<file path="config.mk">
export PLATFORM = sky130hd
export DESIGN_NAME = asf_frame_engine
export DESIGN_NICKNAME = d
export VERILOG_FILES = /design/src/rtl/asf_pkg.sv /design/src/rtl/asf_tick_gen.sv /design/src/rtl/asf_rx_fifo.sv /design/src/rtl/asf_frame_engine.sv
export SDC_FILE = /design/constraint.sdc
export NUM_CORES = 1
export LEC_CHECK = 0
export ABC_AREA = 1
export BUFFER_PORTS_ARGS = -buffer_cell sky130_fd_sc_hd__buf_2
export CAP_MARGIN = 20
export CELL_PAD_IN_SITES_DETAIL_PLACEMENT = 2
export CELL_PAD_IN_SITES_GLOBAL_PLACEMENT = 2
export CORE_MARGIN = 1
export CORE_UTILIZATION = 30
export DETAILED_ROUTE_END_ITERATION = 7
export HOLD_SLACK_MARGIN = 0.02
export PLACE_DENSITY_LB_ADDON = 0.12
export RECOVER_POWER = 50
export SLEW_MARGIN = 20
export SYNTH_ARGS = -nofsm -noshare
export SYNTH_HDL_FRONTEND = slang
export SYNTH_HIERARCHICAL = 1
export SYNTH_SLANG_ARGS = --single-unit
</file>
<file path="constraint.sdc">
create_clock -name I_REF_CLK -period 4.14 [get_ports I_REF_CLK]
set_input_delay 1.242 -clock I_REF_CLK [delete_from_list [all_inputs] [get_ports I_REF_CLK]]
set_output_delay 1.242 -clock I_REF_CLK [all_outputs]
set_load 0.05 [all_outputs]
</file>
<file path="src/rtl/asf_pkg.sv">
// Constants, carrier types and state encodings of the serial frame engine.
// Assumes a 20 MHz peripheral clock and an APB master with 32-bit data.
// Notes on behaviour
// - Accept 5-9 data bits, parity, 1-2 stops
// - Start low, stops high, idle line high
// - Even parity: bit set when ones odd
// - Receiver recomputes parity, flags any mismatch
// - SPI master: eight bits, order selectable, bare
// - Next frame follows at once or idles high
// - Enabled transmitter owns the serial pin
// - Buffer moves to shifter when idle or done
// - Complete flag when shifter and buffer empty
// - Empty flag gates writes to transmit buffer
// - Upper bits ignored; ninth bit written first
// - Transmitter disable waits for drain, releases pin
// - Receive from valid start to first stop
// - First stop moves frame to buffer, flags
// - Short frames read zero above; high first
// - Error flags travel with frame; low pops
// - LIN mode checks protected identifier parity only
// - Receiver disable flushes buffer and frame
// - Oversample sixteen times, eight in double speed
// - Vote samples 8-10 or 4-6 for start
// - High majority rejects start as noise
// - Every bit decided by three-sample vote
// - Low first stop sets framing error
package asf_pkg;
	// Register byte offsets
	localparam logic [4:0] OFF_RXL = 5'h00;
	localparam logic [4:0] OFF_RXH = 5'h04;
	localparam logic [4:0] OFF_TXL = 5'h08;
	localparam logic [4:0] OFF_TXH = 5'h0c;
	localparam logic [4:0] OFF_STAT = 5'h10;
	localparam logic [4:0] OFF_CTRL = 5'h14;
	localparam logic [4:0] OFF_CFG = 5'h18;
	localparam logic [4:0] OFF_BAUD = 5'h1c;
	// Status bit positions
	localparam int STAT_RXC = 0;
	localparam int STAT_TXC = 1;
	localparam int STAT_DRE = 2;
	// Oversampling and vote points
	localparam logic [4:0] SMP_NORM = 5'h10;
	localparam logic [4:0] SMP_DBL = 5'h08;
	localparam logic [4:0] VOTE_NORM = 5'h0a;
	localparam logic [4:0] VOTE_DBL = 5'h06;
	localparam logic [3:0] CHAR_BASE = 4'h5;
	localparam logic [3:0] CHAR_MAX = 4'h9;
	localparam logic [3:0] SPI_BITS = 4'h8;
	localparam logic [1:0] PAR_NONE = 2'h0;
	localparam logic [1:0] PAR_EVEN = 2'h1;
	localparam logic [1:0] PAR_ODD = 2'h2;
	localparam logic [15:0] BAUD_RST = 16'h0000;
	typedef struct packed {
		logic bit_order_select;
		logic two_stop;
		logic [1:0] parity_select;
		logic [2:0] char_size;
	} asf_cfg_t;
	typedef struct packed {
		logic spi_mode;
		logic one_wire;
		logic lin_mode;
		logic double_speed_setting;
		logic tx_en;
		logic rx_en;
	} asf_ctrl_t;
	typedef struct packed {
		logic framing_error_flag;
		logic rx_overrun_flag;
		logic parity_error_flag;
		logic [8:0] data;
	} asf_rx_entry_t;
	localparam asf_cfg_t CFG_RST = 7'h03;
	localparam asf_ctrl_t CTRL_RST = 6'h00;
	typedef enum logic [2:0] {TX_IDLE, TX_START, TX_DATA, TX_PAR, TX_STOP}
		asf_tx_state_t;
	typedef enum logic [1:0] {RX_IDLE, RX_START, RX_DATA, RX_STOP}
		asf_rx_state_t;
endpackage

</file>
<file path="src/rtl/asf_tick_gen.sv">
// Sample tick divider: one pulse every i_div+1 enabled clocks.
// Assumes a same-clock enable and divisor from the register file.
`timescale 1ns/1ps
module asf_tick_gen #(
	parameter int W = 16
) (
	input wire logic i_clk,
	input wire logic i_rstn,
	input wire logic i_ce,
	input wire logic i_run,
	input wire logic [W-1:0] i_div,
	output logic o_tick
);
	logic [W-1:0] cnt_reg;

	// Count up to the divisor, pulse on wrap
	always_ff @(posedge i_clk or negedge i_rstn)
	begin
		if (!i_rstn)
		begin
			cnt_reg <= '0;
			o_tick <= 1'b0;
		end
		else if (i_ce)
		begin
			if (!i_run || cnt_reg >= i_div)
				cnt_reg <= '0;
			else
				cnt_reg <= cnt_reg + 1'b1;
			o_tick <= i_run && cnt_reg >= i_div;
		end
	end
endmodule

</file>
<file path="src/rtl/asf_rx_fifo.sv">
// Receive FIFO of frames with their error flags; head is registered.
// Assumes push and pop come from the same clock domain.
`timescale 1ns/1ps
module asf_rx_fifo #(
	parameter int DEPTH = 2,
	parameter int W = 12
) (
	input wire logic i_clk,
	input wire logic i_rstn,
	input wire logic i_ce,
	input wire logic i_flush,
	input wire logic i_push,
	input wire logic [W-1:0] i_data,
	input wire logic i_pop,
	output logic [W-1:0] o_head,
	output logic o_valid,
	output logic o_full
);
	localparam int AW = $clog2(DEPTH);
	logic [W-1:0] mem [DEPTH];
	logic [AW-1:0] wp_reg;
	logic [AW-1:0] rp_reg;
	logic [AW:0] cnt_reg;
	logic [AW:0] cnt_next;
	logic [AW-1:0] rp_next;
	logic do_push;
	logic do_pop;

	// Accepted operations and next pointers
	assign do_push = i_push && !o_full;
	assign do_pop = i_pop && cnt_reg != '0;
	assign rp_next = rp_reg + AW'(do_pop);
	assign cnt_next = cnt_reg + (AW+1)'(do_push) - (AW+1)'(do_pop);

	// Storage array
	always_ff @(posedge i_clk)
	begin
		if (i_ce && do_push && !i_flush)
			mem[wp_reg] <= i_data;
	end

	// Pointers, count and registered head
	always_ff @(posedge i_clk or negedge i_rstn)
	begin
		if (!i_rstn)
		begin
			wp_reg <= '0;
			rp_reg <= '0;
			cnt_reg <= '0;
			o_head <= '0;
			o_valid <= 1'b0;
			o_full <= 1'b0;
		end
		else if (i_ce)
		begin
			if (i_flush)
			begin
				wp_reg <= '0;
				rp_reg <= '0;
				cnt_reg <= '0;
				o_head <= '0;
				o_valid <= 1'b0;
				o_full <= 1'b0;
			end
			else
			begin
				wp_reg <= wp_reg + AW'(do_push);
				rp_reg <= rp_next;
				cnt_reg <= cnt_next;
				o_valid <= cnt_next != '0;
				o_full <= cnt_next == (AW+1)'(DEPTH);
				if (do_push && cnt_reg == (AW+1)'(do_pop))
					o_head <= i_data;
				else
					o_head <= mem[rp_next];
			end
		end
	end
endmodule

</file>
<file path="src/rtl/asf_frame_engine.sv">
// Serial frame engine: APB registers, transmitter, receiver, SPI master.
// Assumes an APB master on I_REF_CLK and an unsynchronised receive pin.
`timescale 1ns/1ps
module asf_frame_engine #(
	parameter int FIFO_DEPTH = 2
) (
	input wire logic I_REF_CLK,
	input wire logic I_RSTN,
	input wire logic I_CE,
	input wire logic I_PSEL,
	input wire logic I_PENABLE,
	input wire logic I_PWRITE,
	input wire logic [7:0] I_PADDR,
	input wire logic [31:0] I_PWDATA,
	output logic [31:0] O_PRDATA,
	output logic O_PREADY,
	output logic O_PSLVERR,
	input wire logic I_RXD,
	output logic O_TXD,
	output logic O_TXD_OE_N,
	output logic O_XCK
);
	asf_pkg::asf_ctrl_t ctrl_reg;
	asf_pkg::asf_cfg_t cfg_reg;
	logic [15:0] baud_reg;
	logic hit, acc, wr, rd;
	logic [4:0] off;
	logic [31:0] rd_mux;
	logic rxd_s1, rxd_s2;
	logic tick;
	logic spi, par_on;
	logic [3:0] nchar;
	logic [4:0] s_n, vote_pt, half;
	logic [8:0] tx_mask;
	logic [8:0] tx_buf_reg;
	logic tx_hi_reg, tx_full_reg, txc_reg, tx_par_reg;
	logic [8:0] tx_sh_reg;
	logic [4:0] tx_ph_reg;
	logic [3:0] tx_bit_reg;
	asf_pkg::asf_tx_state_t tx_state;
	logic tx_act, tx_bend, tx_fend, tx_load;
	logic txd_reg, oe_n_reg, xck_reg;
	logic [7:0] spi_in_reg;
	logic [2:0] smp_reg;
	logic [4:0] rx_ph_reg, rx_ph_n;
	logic [3:0] rx_bit_reg;
	logic [8:0] rx_sh_reg, rx_data;
	logic rx_par_reg, vote_now, vote_bit, ovf_pend_reg;
	asf_pkg::asf_rx_state_t rx_state;
	logic rx_push, push_async, fifo_pop, fifo_valid, fifo_full;
	asf_pkg::asf_rx_entry_t rx_entry, fifo_head;
	logic pid_err, std_err;

	function automatic logic [7:0] rev8(input logic [7:0] d);
		logic [7:0] r;
		r = '0;
		for (int i = 0; i < 8; i++)
			r[i] = d[7-i];
		return r;
	endfunction

	// Bus decode: one aligned word per register
	assign off = I_PADDR[4:0];
	assign hit = I_PADDR[7:5] == 3'h0 && I_PADDR[1:0] == 2'h0;
	assign acc = I_PSEL && I_PENABLE && O_PREADY;
	assign wr = acc && I_PWRITE && hit;
	assign rd = acc && !I_PWRITE && hit;
	assign fifo_pop = rd && off == asf_pkg::OFF_RXL;

	// Frame geometry from the configuration
	assign spi = ctrl_reg.spi_mode;
	assign par_on = !spi && cfg_reg.parity_select != asf_pkg::PAR_NONE;
	assign nchar = spi ? asf_pkg::SPI_BITS :
		(cfg_reg.char_size > 3'h4) ? asf_pkg::CHAR_MAX :
		asf_pkg::CHAR_BASE + {1'b0, cfg_reg.char_size};
	assign tx_mask = 9'h1ff >> (asf_pkg::CHAR_MAX - nchar);
	assign s_n = ctrl_reg.double_speed_setting ? asf_pkg::SMP_DBL :
		asf_pkg::SMP_NORM;
	assign vote_pt = ctrl_reg.double_speed_setting ? asf_pkg::VOTE_DBL :
		asf_pkg::VOTE_NORM;
	assign half = s_n >> 1;

	// Read data selection
	always_comb
	begin
		rd_mux = 32'h0;
		unique case (off)
			asf_pkg::OFF_RXL: rd_mux = {24'h0, fifo_head.data[7:0]};
			asf_pkg::OFF_RXH: rd_mux = {28'h0, fifo_head[11:8]};
			asf_pkg::OFF_STAT: rd_mux = {29'h0, !tx_full_reg, txc_reg,
				fifo_valid};
			asf_pkg::OFF_CTRL: rd_mux = {26'h0, ctrl_reg};
			asf_pkg::OFF_CFG: rd_mux = {25'h0, cfg_reg};
			asf_pkg::OFF_BAUD: rd_mux = {16'h0, baud_reg};
			default: rd_mux = 32'h0;
		endcase
	end

	// APB answer: ready in the first access cycle
	always_ff @(posedge I_REF_CLK or negedge I_RSTN)
	begin
		if (!I_RSTN)
		begin
			O_PREADY <= 1'b0;
			O_PRDATA <= 32'h0;
			O_PSLVERR <= 1'b0;
		end
		else if (I_CE)
		begin
			O_PREADY <= I_PSEL && !I_PENABLE;
			O_PSLVERR <= I_PSEL && !I_PENABLE && !hit;
			if (I_PSEL && !I_PENABLE && !I_PWRITE && hit)
				O_PRDATA <= rd_mux;
			else
				O_PRDATA <= 32'h0;
		end
	end

	// Control, configuration and divisor registers
	always_ff @(posedge I_REF_CLK or negedge I_RSTN)
	begin
		if (!I_RSTN)
		begin
			ctrl_reg <= asf_pkg::CTRL_RST;
			cfg_reg <= asf_pkg::CFG_RST;
			baud_reg <= asf_pkg::BAUD_RST;
		end
		else if (I_CE && wr)
		begin
			if (off == asf_pkg::OFF_CTRL)
				ctrl_reg <= I_PWDATA[5:0];
			if (off == asf_pkg::OFF_CFG)
				cfg_reg <= I_PWDATA[6:0];
			if (off == asf_pkg::OFF_BAUD)
				baud_reg <= I_PWDATA[15:0];
		end
	end

	// Receive pin synchroniser
	always_ff @(posedge I_REF_CLK or negedge I_RSTN)
	begin
		if (!I_RSTN)
		begin
			rxd_s1 <= 1'b1;
			rxd_s2 <= 1'b1;
		end
		else if (I_CE)
		begin
			rxd_s1 <= I_RXD;
			rxd_s2 <= rxd_s1;
		end
	end

	asf_tick_gen #(.W(16)) u_tick (
		.i_clk(I_REF_CLK),
		.i_rstn(I_RSTN),
		.i_ce(I_CE),
		.i_run(ctrl_reg.rx_en || tx_act),
		.i_div(baud_reg),
		.o_tick(tick)
	);

	// Transmit buffer and flags
	assign tx_act = ctrl_reg.tx_en || tx_full_reg || tx_state != asf_pkg::TX_IDLE;
	assign tx_bend = tick && tx_ph_reg >= s_n;
	assign tx_fend = tx_bend && ((tx_state == asf_pkg::TX_STOP &&
		tx_bit_reg == {3'h0, cfg_reg.two_stop}) ||
		(spi && tx_state == asf_pkg::TX_DATA && tx_bit_reg == nchar - 4'h1));
	assign tx_load = tx_full_reg && ((tx_state == asf_pkg::TX_IDLE && tick) ||
		tx_fend);
	always_ff @(posedge I_REF_CLK or negedge I_RSTN)
	begin
		if (!I_RSTN)
		begin
			tx_buf_reg <= 9'h000;
			tx_hi_reg <= 1'b0;
			tx_full_reg <= 1'b0;
			txc_reg <= 1'b0;
		end
		else if (I_CE)
		begin
			if (wr && off == asf_pkg::OFF_TXH)
				tx_hi_reg <= I_PWDATA[0];
			if (wr && off == asf_pkg::OFF_TXL && !tx_full_reg)
			begin
				tx_buf_reg <= {tx_hi_reg, I_PWDATA[7:0]};
				tx_full_reg <= 1'b1;
			end
			else if (tx_load)
				tx_full_reg <= 1'b0;
			if (tx_fend && !tx_full_reg)
				txc_reg <= 1'b1;
			else if (wr && off == asf_pkg::OFF_STAT &&
				I_PWDATA[asf_pkg::STAT_TXC])
				txc_reg <= 1'b0;
		end
	end

	// Transmit shifter and sequencer
	always_ff @(posedge I_REF_CLK or negedge I_RSTN)
	begin
		if (!I_RSTN)
		begin
			tx_state <= asf_pkg::TX_IDLE;
			tx_sh_reg <= 9'h000;
			tx_ph_reg <= 5'h00;
			tx_bit_reg <= 4'h0;
			tx_par_reg <= 1'b0;
		end
		else if (I_CE)
		begin
			if (tx_load)
			begin
				tx_sh_reg <= spi ? {1'b0, cfg_reg.bit_order_select ?
					tx_buf_reg[7:0] : rev8(tx_buf_reg[7:0])} :
					tx_buf_reg & tx_mask;
				tx_par_reg <= ^(tx_buf_reg & tx_mask) ^
					(cfg_reg.parity_select == asf_pkg::PAR_ODD);
				tx_state <= spi ? asf_pkg::TX_DATA : asf_pkg::TX_START;
				tx_ph_reg <= 5'h01;
				tx_bit_reg <= 4'h0;
			end
			else if (tick && tx_state != asf_pkg::TX_IDLE)
			begin
				tx_ph_reg <= tx_bend ? 5'h01 : tx_ph_reg + 5'h01;
				if (tx_bend)
				begin
					tx_bit_reg <= tx_bit_reg + 4'h1;
					unique case (tx_state)
						asf_pkg::TX_START:
						begin
							tx_state <= asf_pkg::TX_DATA;
							tx_bit_reg <= 4'h0;
						end
						asf_pkg::TX_DATA:
						begin
							tx_sh_reg <= tx_sh_reg >> 1;
							if (tx_bit_reg == nchar - 4'h1)
							begin
								tx_bit_reg <= 4'h0;
								tx_state <= spi ? asf_pkg::TX_IDLE :
									par_on ? asf_pkg::TX_PAR :
									asf_pkg::TX_STOP;
							end
						end
						asf_pkg::TX_PAR:
						begin
							tx_state <= asf_pkg::TX_STOP;
							tx_bit_reg <= 4'h0;
						end
						asf_pkg::TX_STOP:
						begin
							if (tx_fend)
								tx_state <= asf_pkg::TX_IDLE;
						end
						asf_pkg::TX_IDLE: tx_state <= asf_pkg::TX_IDLE;
					endcase
				end
			end
		end
	end

	// Line level, pin ownership and transfer clock
	always_ff @(posedge I_REF_CLK or negedge I_RSTN)
	begin
		if (!I_RSTN)
		begin
			txd_reg <= 1'b1;
			oe_n_reg <= 1'b1;
			xck_reg <= 1'b0;
		end
		else if (I_CE)
		begin
			unique case (tx_state)
				asf_pkg::TX_START: txd_reg <= 1'b0;
				asf_pkg::TX_DATA: txd_reg <= tx_sh_reg[0];
				asf_pkg::TX_PAR: txd_reg <= tx_par_reg;
				asf_pkg::TX_STOP: txd_reg <= 1'b1;
				asf_pkg::TX_IDLE: txd_reg <= 1'b1;
			endcase
			oe_n_reg <= !tx_act;
			xck_reg <= spi && tx_state == asf_pkg::TX_DATA && tx_ph_reg > half;
		end
	end

	// SPI master input shifter, sampled on the rising transfer clock
	always_ff @(posedge I_REF_CLK or negedge I_RSTN)
	begin
		if (!I_RSTN)
			spi_in_reg <= 8'h00;
		else if (I_CE && spi && tick && tx_state == asf_pkg::TX_DATA &&
			tx_ph_reg == half)
			spi_in_reg <= cfg_reg.bit_order_select ?
				{rxd_s2, spi_in_reg[7:1]} : {spi_in_reg[6:0], rxd_s2};
	end

	// Receive vote window and sample phase
	assign rx_ph_n = (rx_ph_reg >= s_n) ? 5'h01 : rx_ph_reg + 5'h01;
	assign vote_now = tick && rx_ph_n == vote_pt;
	assign vote_bit = (smp_reg[1] & smp_reg[0]) | (smp_reg[1] & rxd_s2) |
		(smp_reg[0] & rxd_s2);
	always_ff @(posedge I_REF_CLK or negedge I_RSTN)
	begin
		if (!I_RSTN)
			smp_reg <= 3'h7;
		else if (I_CE && tick)
			smp_reg <= {smp_reg[1:0], rxd_s2};
	end

	// Receive sequencer
	always_ff @(posedge I_REF_CLK or negedge I_RSTN)
	begin
		if (!I_RSTN)
		begin
			rx_state <= asf_pkg::RX_IDLE;
			rx_ph_reg <= 5'h00;
			rx_bit_reg <= 4'h0;
			rx_sh_reg <= 9'h000;
			rx_par_reg <= 1'b0;
		end
		else if (I_CE)
		begin
			if (!ctrl_reg.rx_en || spi)
				rx_state <= asf_pkg::RX_IDLE;
			else if (tick)
			begin
				rx_ph_reg <= rx_ph_n;
				unique case (rx_state)
					asf_pkg::RX_IDLE:
					begin
						if (smp_reg[0] && !rxd_s2)
						begin
							rx_state <= asf_pkg::RX_START;
							rx_ph_reg <= 5'h01;
						end
					end
					asf_pkg::RX_START:
					begin
						if (vote_now)
						begin
							rx_state <= vote_bit ? asf_pkg::RX_IDLE :
								asf_pkg::RX_DATA;
							rx_bit_reg <= 4'h0;
							rx_sh_reg <= 9'h000;
						end
					end
					asf_pkg::RX_DATA:
					begin
						if (vote_now)
						begin
							if (rx_bit_reg < nchar)
								rx_sh_reg <= {vote_bit, rx_sh_reg[8:1]};
							else
								rx_par_reg <= vote_bit;
							rx_bit_reg <= rx_bit_reg + 4'h1;
							if (rx_bit_reg == nchar - {3'h0, !par_on})
								rx_state <= asf_pkg::RX_STOP;
						end
					end
					asf_pkg::RX_STOP:
					begin
						if (vote_now)
							rx_state <= asf_pkg::RX_IDLE;
					end
				endcase
			end
		end
	end

	// Frame checks and FIFO entry
	assign rx_data = rx_sh_reg >> (asf_pkg::CHAR_MAX - nchar);
	assign pid_err = rx_data[6] != (rx_data[0] ^ rx_data[1] ^ rx_data[2] ^
		rx_data[4]) || rx_data[7] != !(rx_data[1] ^ rx_data[3] ^ rx_data[4] ^
		rx_data[5]);
	assign std_err = par_on && (rx_par_reg != (^rx_data ^
		(cfg_reg.parity_select == asf_pkg::PAR_ODD)));
	assign push_async = vote_now && rx_state == asf_pkg::RX_STOP &&
		ctrl_reg.rx_en && !spi;
	assign rx_push = push_async || (tx_fend && spi && ctrl_reg.rx_en);
	always_comb
	begin
		rx_entry = '0;
		if (spi)
			rx_entry.data = {1'b0, spi_in_reg};
		else
		begin
			rx_entry.data = rx_data;
			rx_entry.framing_error_flag = !vote_bit;
			rx_entry.parity_error_flag = ctrl_reg.lin_mode ? pid_err :
				std_err;
			rx_entry.rx_overrun_flag = ovf_pend_reg;
		end
	end

	// Lost frame marker, carried by the next stored frame
	always_ff @(posedge I_REF_CLK or negedge I_RSTN)
	begin
		if (!I_RSTN)
			ovf_pend_reg <= 1'b0;
		else if (I_CE)
		begin
			if (!ctrl_reg.rx_en)
				ovf_pend_reg <= 1'b0;
			else if (rx_push)
				ovf_pend_reg <= fifo_full;
		end
	end

	asf_rx_fifo #(.DEPTH(FIFO_DEPTH), .W(12)) u_fifo (
		.i_clk(I_REF_CLK),
		.i_rstn(I_RSTN),
		.i_ce(I_CE),
		.i_flush(!ctrl_reg.rx_en),
		.i_push(rx_push),
		.i_data(rx_entry),
		.i_pop(fifo_pop),
		.o_head(fifo_head),
		.o_valid(fifo_valid),
		.o_full(fifo_full)
	);

	// Pin outputs
	assign O_TXD = txd_reg;
	assign O_TXD_OE_N = oe_n_reg;
	assign O_XCK = xck_reg;
endmodule

</file>
==> results of run 1 <==
-- critical path, delay by kind of cell (launching register included) --
| kind | cells | cell delay, ns |
|---|---|---|
| buffers and inverters | 4 | 0.41 |
| AO/OA/AOI/OAI | 3 | 0.43 |
| AND/OR/NAND/NOR | 13 | 1.39 |
| adder cells (fa/ha/maj) | 3 | 0.66 |
| flip-flops | 1 | 0.58 |
| XOR/XNOR | 1 | 0.15 |
-- kinds of logic after synthesis --
logic type                 Yosys count  share of synthesized area [%]
and+or+nand+nor                    676                          28.45
adders and majority gates           42                          4.864
buffers and inverters              227                          9.254
other                                1                        0.03471
AOI/OAI and AO/OA                  213                          12.00
DFF                                177                          42.21
muxes                                9                         0.9266
xor gates and xnor gates            28                          2.270
-- synth_stat cells (all sizes together) --
cell,count,area [um^2]
nand3b,4,30.03
o21a,2,15.01
dfrtp,145,3628
a21o,2,15.01
nor4,3,25.02
or2,4,25.02
nand2b,1,6.260
a211oi,2,15.01
conb,1,3.750
mux2,8,90.09
inv,169,636.9
nor3,18,132.6
o41ai,2,17.52
o21ai,116,606.8
xor2,21,183.9
o31ai,8,60.06
buf,38,287.8
nand2,384,1496
a31oi,1,6.260
nor3b,3,22.52
o211ai,11,82.58
clkbuf,19,71.32
dfstp,8,210.2
o22ai,11,68.82
a22oi,1,7.510
a21oi,41,231.5
nor2,95,432.9
clkinv,1,3.750
edfxtp,24,720.7
a2111oi,3,26.28
a221oi,3,26.28
nand4,14,93.84
a32o,9,90.09
o32ai,1,27.53
mux2i,1,10.01
ha,42,525.5
nand3,150,808.3
xnor2,7,61.31
-- layer usage --
| layer | vias to the layer above | global-route usage [%] |
|---|---|---|
| li1 | 4599 | - |
| met1 | 4707 | 26.43 |
| met2 | 97 | 34.80 |
| met3 | 22 | 2.266 |
| met4 | 0 | 5.037 |
| met5 | - | 0 |
-- repair_timing --
item                       CTS  global route
resized for setup            0             3
setup buffers                0             0
setup endpoints to repair    0             3
-- cell type report --
| cell class | count | share of cell area (%) |
|---|---|---|
| repair buffers | 78 | 3.739 |
| clock buffers | 19 | 3.822 |
| inverters | 170 | 5.274 |
| well taps | 461 | 4.749 |
| flip-flops and latches | 177 | 37.54 |
| clock inverters | 13 | 1.339 |
| multi-input cells | 984 | 43.54 |
-- power by group --
group          internal [mW]  leakage, nW  total (mW)  switching [mW]
registers               1.86         2.26        1.97           0.116
clock network          0.967        0.308        1.77           0.802
logic                  0.206         3.23       0.758           0.552
-- path summary, 6_finish.rpt --
| path | startpoint | end | slack (ns) | cells after the start |
|---|---|---|---|---|
| max reg2reg | cfg_reg[0] | u_fifo/cnt_reg[1] | 0.36 | 24 |
| max | cfg_reg[0] | u_fifo/cnt_reg[1] | 0.36 | 24 |
| max in group asynchronous | I_RSTN | u_tick/cnt_reg[5] | 0.73 | 2 |
| min reg2reg | rxd_s1 | rxd_s1 | 0.47 | 2 |
| min | rxd_s1 | rxd_s1 | 0.47 | 2 |
| min in group asynchronous | I_RSTN | u_fifo/o_head[1] | 1.43 | 1 |
==> out/metrics.yaml, run 1 <==
status: "finished, violations left"
violations: "max-capacitance violations, max-slew violations"
grt_first_pass_wirelength_mm: 56.74
top_register: "u_fifo/mem"
cts_root_buf: "clkbuf_16"
dr_wl_met3_um: 716
path_cells: "inv_1, ha_1, inv_1, nand2_1, nand2_2, nand2_2, inv_2, ha_1, nand2_1, nand3_1, nor3_2, nand3_2, o32ai_4, nand2_4, o31ai_2, buf_4, nand2_2, nand3_2, nand2_1, ha_1, xor2_1, nand2b_1, nand3_1, o21ai_1"
holdWs_ns: 0.4731
cp.required_ns: 4.42
final_cell_mix: "nand2_1 (370), inv_1 (159), dfrtp_1 (145)"
synthToLayoutAreaGrowth_pct: 12.44
final_max_slew_viol_count: 77
cts_made_buffers: 17
gp_congestion: 0.7722
placed_cells: 1870
drive_gt1_share_pct: 12.42
vias_per_cell: 4.955
hold_class: "flop to flop"
wl_met2_mm: 17.31
h-tree-depth: 4
start_kind: "flop"
synth_cell_types: 59
num_antenna_cells: 0
period_needed_ns: 3.778
met1_length_mm: 17.15
fin_worst_skew_ns: 0.009325
placed_cell_area_um2: 11570
path_max_fanout: 5
drt_iter0_markers: 297
path_class: "flop to flop"
fin_nets: 1517
stdcell_area_um2: 12150
fillCellCount: 4145
cellLeakagePower_nw: 5.793
mostFrequentLayoutCell: "nand2_1"
coreArea_um2: 35480
largest_reg_flops: 24
globalRouteOverflowTotal: 0
instances_no_fill: 1902
clk_pin_slew_ns: 0.07
cts_tree: "built"
start_util_pct: 30.45
clk_latency_ns: 0.45
fp.dieH_um: 191.8
ir_drop_uv: 306.2
regArea_um2: 4559
tightest_slew_ns: 2.198
pre_cts_ws_ns: 0.2499
synth.cell_area_um2: 10800
grt_max_degree: 78
finalSetupViolCount: 0
multi_input_area_um2: 5289
yosys_warnings: 6
syn_inst: 1373
postCtsHoldBufs: 0
fin_total_pwr_mw: 4.502
cts.sinks: 177
powerDensity_nw_per_um2: 370.6
slowest_delay_ns: 0.58
grt_pass1_vias: 10188
dr.pass1.iters: 5
top_layer_used: "met4"
slew_headroom_pct: -46.56
drc_errors: 0
antenna_found_initial: 0
route.detailed.wl_per_inst_um: 18.70
tns_ns: 0
pin_count: 84
synth_area_per_cell_um2: 7.868
fin_crit_sh_pct: 91.26
rows: 69
dp_hpwl_mm: 27.09
portBuffers: 51
finalHoldViolations: 0
fin_util_pct: 34.23
grt_use_total_pct: 20.08
ys_seq_elements: 177
vias: 9425
die_width_um: 191.8
dieArea_um2: 36770
worst_slack_ns: 0.3618
cp.arrival_ns: 4.06
finalWirelength_mm: 35.57
maxCapViolCount: 1
rsz0062_at_grt: "false"
drtAntennaViolNets: 0
cts_buffer_depth: 2
fmax_mhz: 264.7
critical-path-slowest-cell: "dfstp_2"
end_kind: "flop"
ys_seq_area_share_pct: 42.21
(Power assumes the default switching activity.)
==> inputs of run 2 (changes only) <==
--- a/config.mk
+++ b/config.mk
@@ -5,7 +5,6 @@
 export SDC_FILE = /design/constraint.sdc
 export NUM_CORES = 1
 export LEC_CHECK = 0
-export ABC_AREA = 1
 export BUFFER_PORTS_ARGS = -buffer_cell sky130_fd_sc_hd__buf_2
 export CAP_MARGIN = 20
 export CELL_PAD_IN_SITES_DETAIL_PLACEMENT = 2
==> run 2 against run 1 <==
  * The flow still finishes with violations (max-capacitance violations, max-slew violations)
  * Sequential share of layout area is 1.0 points higher
  * Cell area is 2.7% lower
  * Via count shrank 15%
  * Die area fell by 3.2%
  * Area after synthesis is 3.3% lower
  * Non-clock buffer count grew 10
  * Register-to-register slack lost 0.08 ns
==> out/metrics.yaml, run 2 <==
ir_drop_uv: 302.2
p_int_mw: 2.779
synth_top_area_cell: "dfrtp_1"
period_needed_ns: 3.859
final_cell_mix: "dfrtp_1 (145), nand2_1 (118), inv_1 (72)"
cp.arrival_ns: 4.17
maxCapViolCount: 1
switching_power_mw: 1.236
hold_start: "tx_sh_reg[4]"
crit_path_start: "cfg_reg[0]"
mostFrequentLayoutCell: "dfrtp_1"
cp.required_ns: 4.46
path_class: "flop to flop"
stdcell_area_um2: 11820
powerDensity_nw_per_um2: 339.7
critical-path-slowest-cell: "dfstp_2"
clk_latency_ns: 0.45
path_max_fanout: 6
synth_area_leaders: "dfrtp_1 (35%), mux2_2 (7.4%), edfxtp_1 (6.9%), ha_1 (5.0%), nand2_1 (4.2%)"
postCtsHoldBufs: 0
gp_congestion: 0.7842
antenna_found_initial: 0
ys_seq_area_share_pct: 43.63
ys_seq_elements: 177
fp.dieH_um: 188.6
pwr-share-seq_pct: 48.2
hold_class: "flop to flop"
met1_length_mm: 16.65
cts_resized: 0
placed_cell_area_um2: 11300
synth_top_area_share_pct: 34.72
final_max_slew_viol_count: 71
fillCellCount: 3749
top_layer_used: "met4"
clock_power_share_pct: 39.8
cts_tree: "built"
rsz0062_at_grt: "false"
dieArea_um2: 35580
crit-reg2reg-launch: "cfg_reg[0]"
grt_first_pass_wirelength_mm: 51.58
start_util_pct: 30.86
num_antenna_cells: 0
cts_made_buffers: 17
die_width_um: 188.6
yosys_warnings: 6
grt_max_degree: 72
clk_pin_slew_ns: 0.08
fmax_mhz: 259.2
synth_common_cells: "dfrtp_1 (145), nand2_1 (118), inv_1 (72), o21ai_0 (70), mux2_2 (69)"
cts_root_buf: "clkbuf_16"
drive_gt1_share_pct: 19.34
synth_edf_count: 24
finalWirelength_mm: 32.49
wl_met2_mm: 14.79
drtAntennaViolNets: 0
yosysMostFrequentCell: "dfrtp_1"
largest_reg_flops: 24
finalSetupViolCount: 0
synth.cell_area_um2: 10450
dp_hpwl_mm: 24.55
coreArea_um2: 33870
path_cells: "inv_1, ha_1, nor2b_1, nand2_2, ha_1, ha_1, buf_4, a21o_1, o31ai_1, o21ai_1, xnor3_1, or3_1, nand4_1, o211ai_1, nand4b_1, o211ai_1"
synthToLayoutAreaGrowth_pct: 13.09
portBuffers: 51
hold_depth: 2
tightest_slew_ns: 2.030
drt_iter0_markers: 320
cts_buffer_depth: 2
top_register: "u_fifo/mem"
pin_count: 84
path_common_cell: "ha_1"
h-tree-depth: 4
post-cts-setup-buffer-count: 0
tns_ns: 0
grt_use_total_pct: 19.11
slowest_delay_ns: 0.54
route.detailed.wl_per_inst_um: 20.70
start_kind: "flop"
violations: "max-capacitance violations, max-slew violations"
fin_crit_sh_pct: 93.21
fin_nets: 1198
cellLeakagePower_nw: 5.105
end_kind: "flop"
rows: 67
slew_headroom_pct: -35.30
syn_inst: 1043
pwr-share-comb_pct: 11.9
worstRegToRegCells: 16
dr_wl_met3_um: 749
ys.flop_type: "dfrtp_1"
vias: 7996
drc_errors: 0
dr.pass1.iters: 4
globalRouteOverflowTotal: 0
status: "finished, violations left"
vias_per_cell: 5.093
synth_area_per_cell_um2: 10.02
async_flop_share_pct: 86.44
fin_worst_skew_ns: 0.01358
finalHoldViolations: 0
grt_pass1_vias: 8525
cts.sinks: 177
synth_cell_types: 88
switching_share_pct: 30.78
-- run 2: cell count changes in the layout (fill, tap and decap cells not counted), moves of 23 or more --
cell	previous run	this run
nand2_1	370	118
nand3_1	140	23
inv_1	159	72
mux2_2	8	69
mux2i_1	1	41
o21ai_0	104	70
nor2_1	85	62
-- run 2: stage by stage --
stage | hold slack [ns] | power, mW | setup slack, ns | std cells | utilization (%)
floorplan | 0.4447 | 2.250 | 0.08474 | 1058 | -
detailed placement | 0.4751 | 2.467 | 0.1016 | 1538 | 33.35
global route | 0.5141 | 4.212 | 0.002119 | 1570 | 34.89
global placement | 0.4641 | 2.453 | 0.1652 | 1538 | 33.35
CTS | 0.4913 | 4.091 | 0.2331 | 1570 | 34.98
finish | 0.4831 | 4.014 | 0.2813 | 1570 | 34.89
-- run 2: power groups by stage --
stage | clock network (mW) | logic, mW | registers [mW]
global route | 1.72 | 0.542 | 1.95
finish | 1.60 | 0.480 | 1.94
CTS | 1.66 | 0.492 | 1.94
global placement | 0 | 0.481 | 1.97
detailed placement | 0 | 0.492 | 1.97
floorplan | 0 | 0.285 | 1.97
-- run 2: cell type report --
| type | count | area (um^2) | area share (%) |
|---|---|---|---|
| sequential | 177 | 4559 | 38.58 |
| inverter | 74 | 277.8 | 2.350 |
| tap | 448 | 560.5 | 4.743 |
| multi-input combinational | 751 | 5338 | 45.17 |
| clock buffer | 19 | 432.9 | 3.663 |
| timing repair buffer | 88 | 530.5 | 4.489 |
| clock inverter | 13 | 118.9 | 1.006 |
-- run 2: worst max-delay path: cells and delay by family, from the launching register on --
family | cells | cell delay [ns]
XOR/XNOR | 1 | 0.43
flip-flops | 1 | 0.54
AND/OR/NAND/NOR | 5 | 0.87
buffers and inverters | 2 | 0.26
AO/OA/AOI/OAI | 5 | 0.66
adder cells (fa/ha/maj) | 3 | 0.96
-- run 2: worst paths after layout --
| path | end | slack [ns] |
|---|---|---|
| setup / recovery | u_fifo/o_head[9] | 0.28 |
| hold / removal | tx_sh_reg[4] | 0.48 |
| setup reg to reg | u_fifo/o_head[9] | 0.28 |
| hold reg to reg | tx_sh_reg[4] | 0.48 |
| max in group asynchronous | rx_sh_reg[4] | 0.81 |
| min in group asynchronous | tx_ph_reg[2] | 1.33 |
-- run 2: routing by layer --
layer | vias to the layer above | global-route usage, %
met5 | - | 0
li1 | 3809 | -
met2 | 79 | 29.74
met4 | 0 | 4.032
met3 | 15 | 2.850
met1 | 4093 | 27.85
-- run 2: kinds of logic after synthesis --
group                    count (synthesis)  share of synthesized area, %
flip-flops                             177                         43.63
XOR/XNOR                                38                         3.760
buffers and inverters                  130                         5.867
other                                    1                       0.03589
AO/OA/AOI/OAI                          225                         14.57
adder cells (fa/ha/maj)                 43                         5.124
AND/OR/NAND/NOR                        317                         15.22
multiplexers                           112                         11.79
==> inputs of run 3 (changes only) <==
--- a/config.mk
+++ b/config.mk
@@ -9,7 +9,7 @@
 export CAP_MARGIN = 20
 export CELL_PAD_IN_SITES_DETAIL_PLACEMENT = 2
 export CELL_PAD_IN_SITES_GLOBAL_PLACEMENT = 2
-export CORE_MARGIN = 1
+export CORE_MARGIN = 5
 export CORE_UTILIZATION = 30
 export DETAILED_ROUTE_END_ITERATION = 7
 export HOLD_SLACK_MARGIN = 0.02
==> constraint.sdc (replaced) <==
create_clock -name I_REF_CLK -period 3.7 [get_ports I_REF_CLK]
set_input_delay 1.11 -clock I_REF_CLK [delete_from_list [all_inputs] [get_ports I_REF_CLK]]
set_output_delay 1.11 -clock I_REF_CLK [all_outputs]
set_load 0.05 [all_outputs]
==> run 3 against run 2 <==
  * The flow still finishes with violations (max-capacitance violations, max-slew violations)
  * First-iteration DRC count up 6.6%
  * Non-clock buffer count up 41
  * Cell area up 4.4%
  * Total power up 15%
  * Sequential power up 12%
  * Clock power up 17%
  * Utilization up 0.92 points
  * Worst setup slack worse by 0.13 ns
  * Worst hold slack better by 0.0020 ns
  * Flip-flop and latch count unchanged
  * Combinational power up 15%
  * Largest power group unchanged
==> out/metrics.yaml, run 3 (same netlist as run 2, synthesis figures left out) <==
status: "finished, violations left"
violations: "max-capacitance violations, max-slew violations"
ir_drop_uv: 326.6
globalRouteOverflowTotal: 0
grt_use_total_pct: 17.38
drive_gt1_share_pct: 25.19
rsz0062_at_grt: "true"
pin_count: 84
fin_nets: 1239
clock_power_share_pct: 40.9
mostFrequentLayoutCell: "dfrtp_1"
rows: 68
clk_pin_slew_ns: 0.08
pwr-share-seq_pct: 47.2
top_register: "u_fifo/mem"
cts_root_buf: "clkbuf_16"
grt_pass1_vias: 8980
vias: 8253
path_max_fanout: 6
coreArea_um2: 34460
portBuffers: 51
period_needed_ns: 3.544
worst_slack_ns: 0.1558
num_antenna_cells: 0
antenna_found_initial: 1
start_util_pct: 30.33
vias_per_cell: 5.101
dr.pass1.iters: 4
cp.required_ns: 3.91
fin_total_pwr_mw: 4.612
finalHoldViolations: 0
postCtsHoldBufs: 0
cts_tree: "built"
synthToLayoutAreaGrowth_pct: 18.10
switching_share_pct: 31.50
dieArea_um2: 38670
cellLeakagePower_nw: 5.404
start_kind: "flop"
route.detailed.wl_per_inst_um: 20.57
maxCapViolCount: 1
finalSetupViolCount: 0
path_class: "flop to flop"
die_width_um: 196.6
pre_cts_ws_ns: -0.1171
largest_reg_flops: 24
tightest_slew_ns: 1.515
final_max_slew_viol_count: 57
switching_power_mw: 1.453
cts.sinks: 177
gp_congestion: 0.7965
final_cell_mix: "dfrtp_1 (145), nand2_1 (117), buf_4 (71)"
drt_iter0_markers: 341
fin_crit_sh_pct: 95.79
h-tree-depth: 4
slew_headroom_pct: -1.015
drc_errors: 0
cts_buffer_depth: 2
grt_max_degree: 57
powerDensity_nw_per_um2: 373.7
cts_made_buffers: 17
end_kind: "flop"
fin_worst_skew_ns: 0.01859
fmax_mhz: 282.2
pwr-share-comb_pct: 12.0
hold_class: "flop to flop"
finalWirelength_mm: 33.28
fp.dieH_um: 196.6
fin_util_pct: 35.82
p_int_mw: 3.159
grt_first_pass_wirelength_mm: 52.58
cp.arrival_ns: 3.76
dp_hpwl_mm: 24.97
clk_latency_ns: 0.46
tns_ns: 0
drtAntennaViolNets: 0
holdWs_ns: 0.4851
run 3: cell types whose count changed in the layout (fill, tap and decap cells not counted), moves of 2 or more:
cell        delta
inv_2          +2
clkinvlp_4     -2
inv_1          -2
ha_1           -5
buf_6          +2
buf_2         +10
clkinv_8       +3
clkbuf_2       +2
clkbuf_1      -15
ha_4           +3
buf_4         +40
ha_2           +2
run 3: stage by stage:
stage | area, um^2 | instances
after floorplan | 10540 | 1058
after global placement | 11630 | 1581
after detailed placement | 11630 | 1581
after CTS | 12260 | 1613
after global routing | 12340 | 1618
final | 12340 | 1618
run 3: critical path: stages, from the launching register on:
cell      delay [ns]
dfstp_2         0.54
buf_4           0.14
ha_1            0.16
nand3_1         0.07
o21ai_0         0.11
nand2_1         0.13
ha_2            0.22
ha_4            0.28
buf_4           0.15
inv_2           0.06
and3_1          0.17
o22ai_4         0.16
xnor3_1         0.35
or3_1           0.32
nand4_1         0.10
o211ai_1        0.16
buf_4           0.18
run 3: what timing repair did:
action / in CTS / in global routing
resized for setup: 3 / 18
setup endpoints to repair: 6 / 13
pin swaps: 1 / 8
setup buffers: 0 / 5
gates cloned: 0 / 0
run 3: path summary, 6_finish.rpt:
kind / cells past startpoint / end / startpoint / slack, ns
max in group asynchronous: 2 / rx_sh_reg[5] / I_RSTN / 0.94
min in group asynchronous: 1 / O_PRDATA[1] / I_RSTN / 1.01
worst max register to register: 16 / u_fifo/mem[1][9] / cfg_reg[1] / 0.16
worst max-delay path: 16 / u_fifo/mem[1][9] / cfg_reg[1] / 0.16
worst min register to register: 2 / smp_reg[1] / smp_reg[1] / 0.49
worst min-delay path: 2 / smp_reg[1] / smp_reg[1] / 0.49
run 3: power by group through the flow:
stage / logic [mW] / registers (mW) / clock network [mW]
after floorplan: 0.322 / 2.20 / 0
after global placement: 0.536 / 2.21 / 0
after detailed placement: 0.554 / 2.21 / 0
after CTS: 0.558 / 2.17 / 1.96
after global routing: 0.616 / 2.19 / 2.04
final: 0.551 / 2.18 / 1.88
run 3: cell type report:
cell class                 count  area [um^2]
clock buffer                  17        425.4
clock inverter                15        175.2
fill                        3771        22120
inverter                      74        277.8
multi-input combinational    751         5470
sequential                   177         4559
tap                          455        569.3
timing repair buffer         129        864.6
run 3: routing by layer:
layer	vias up	global-route usage (%)	routed length (um)
li1	3895	-	-
met1	4233	22.78	15320
met2	97	30.09	16430
met3	26	3.145	1047
met4	2	3.955	464
met5	-	0	13
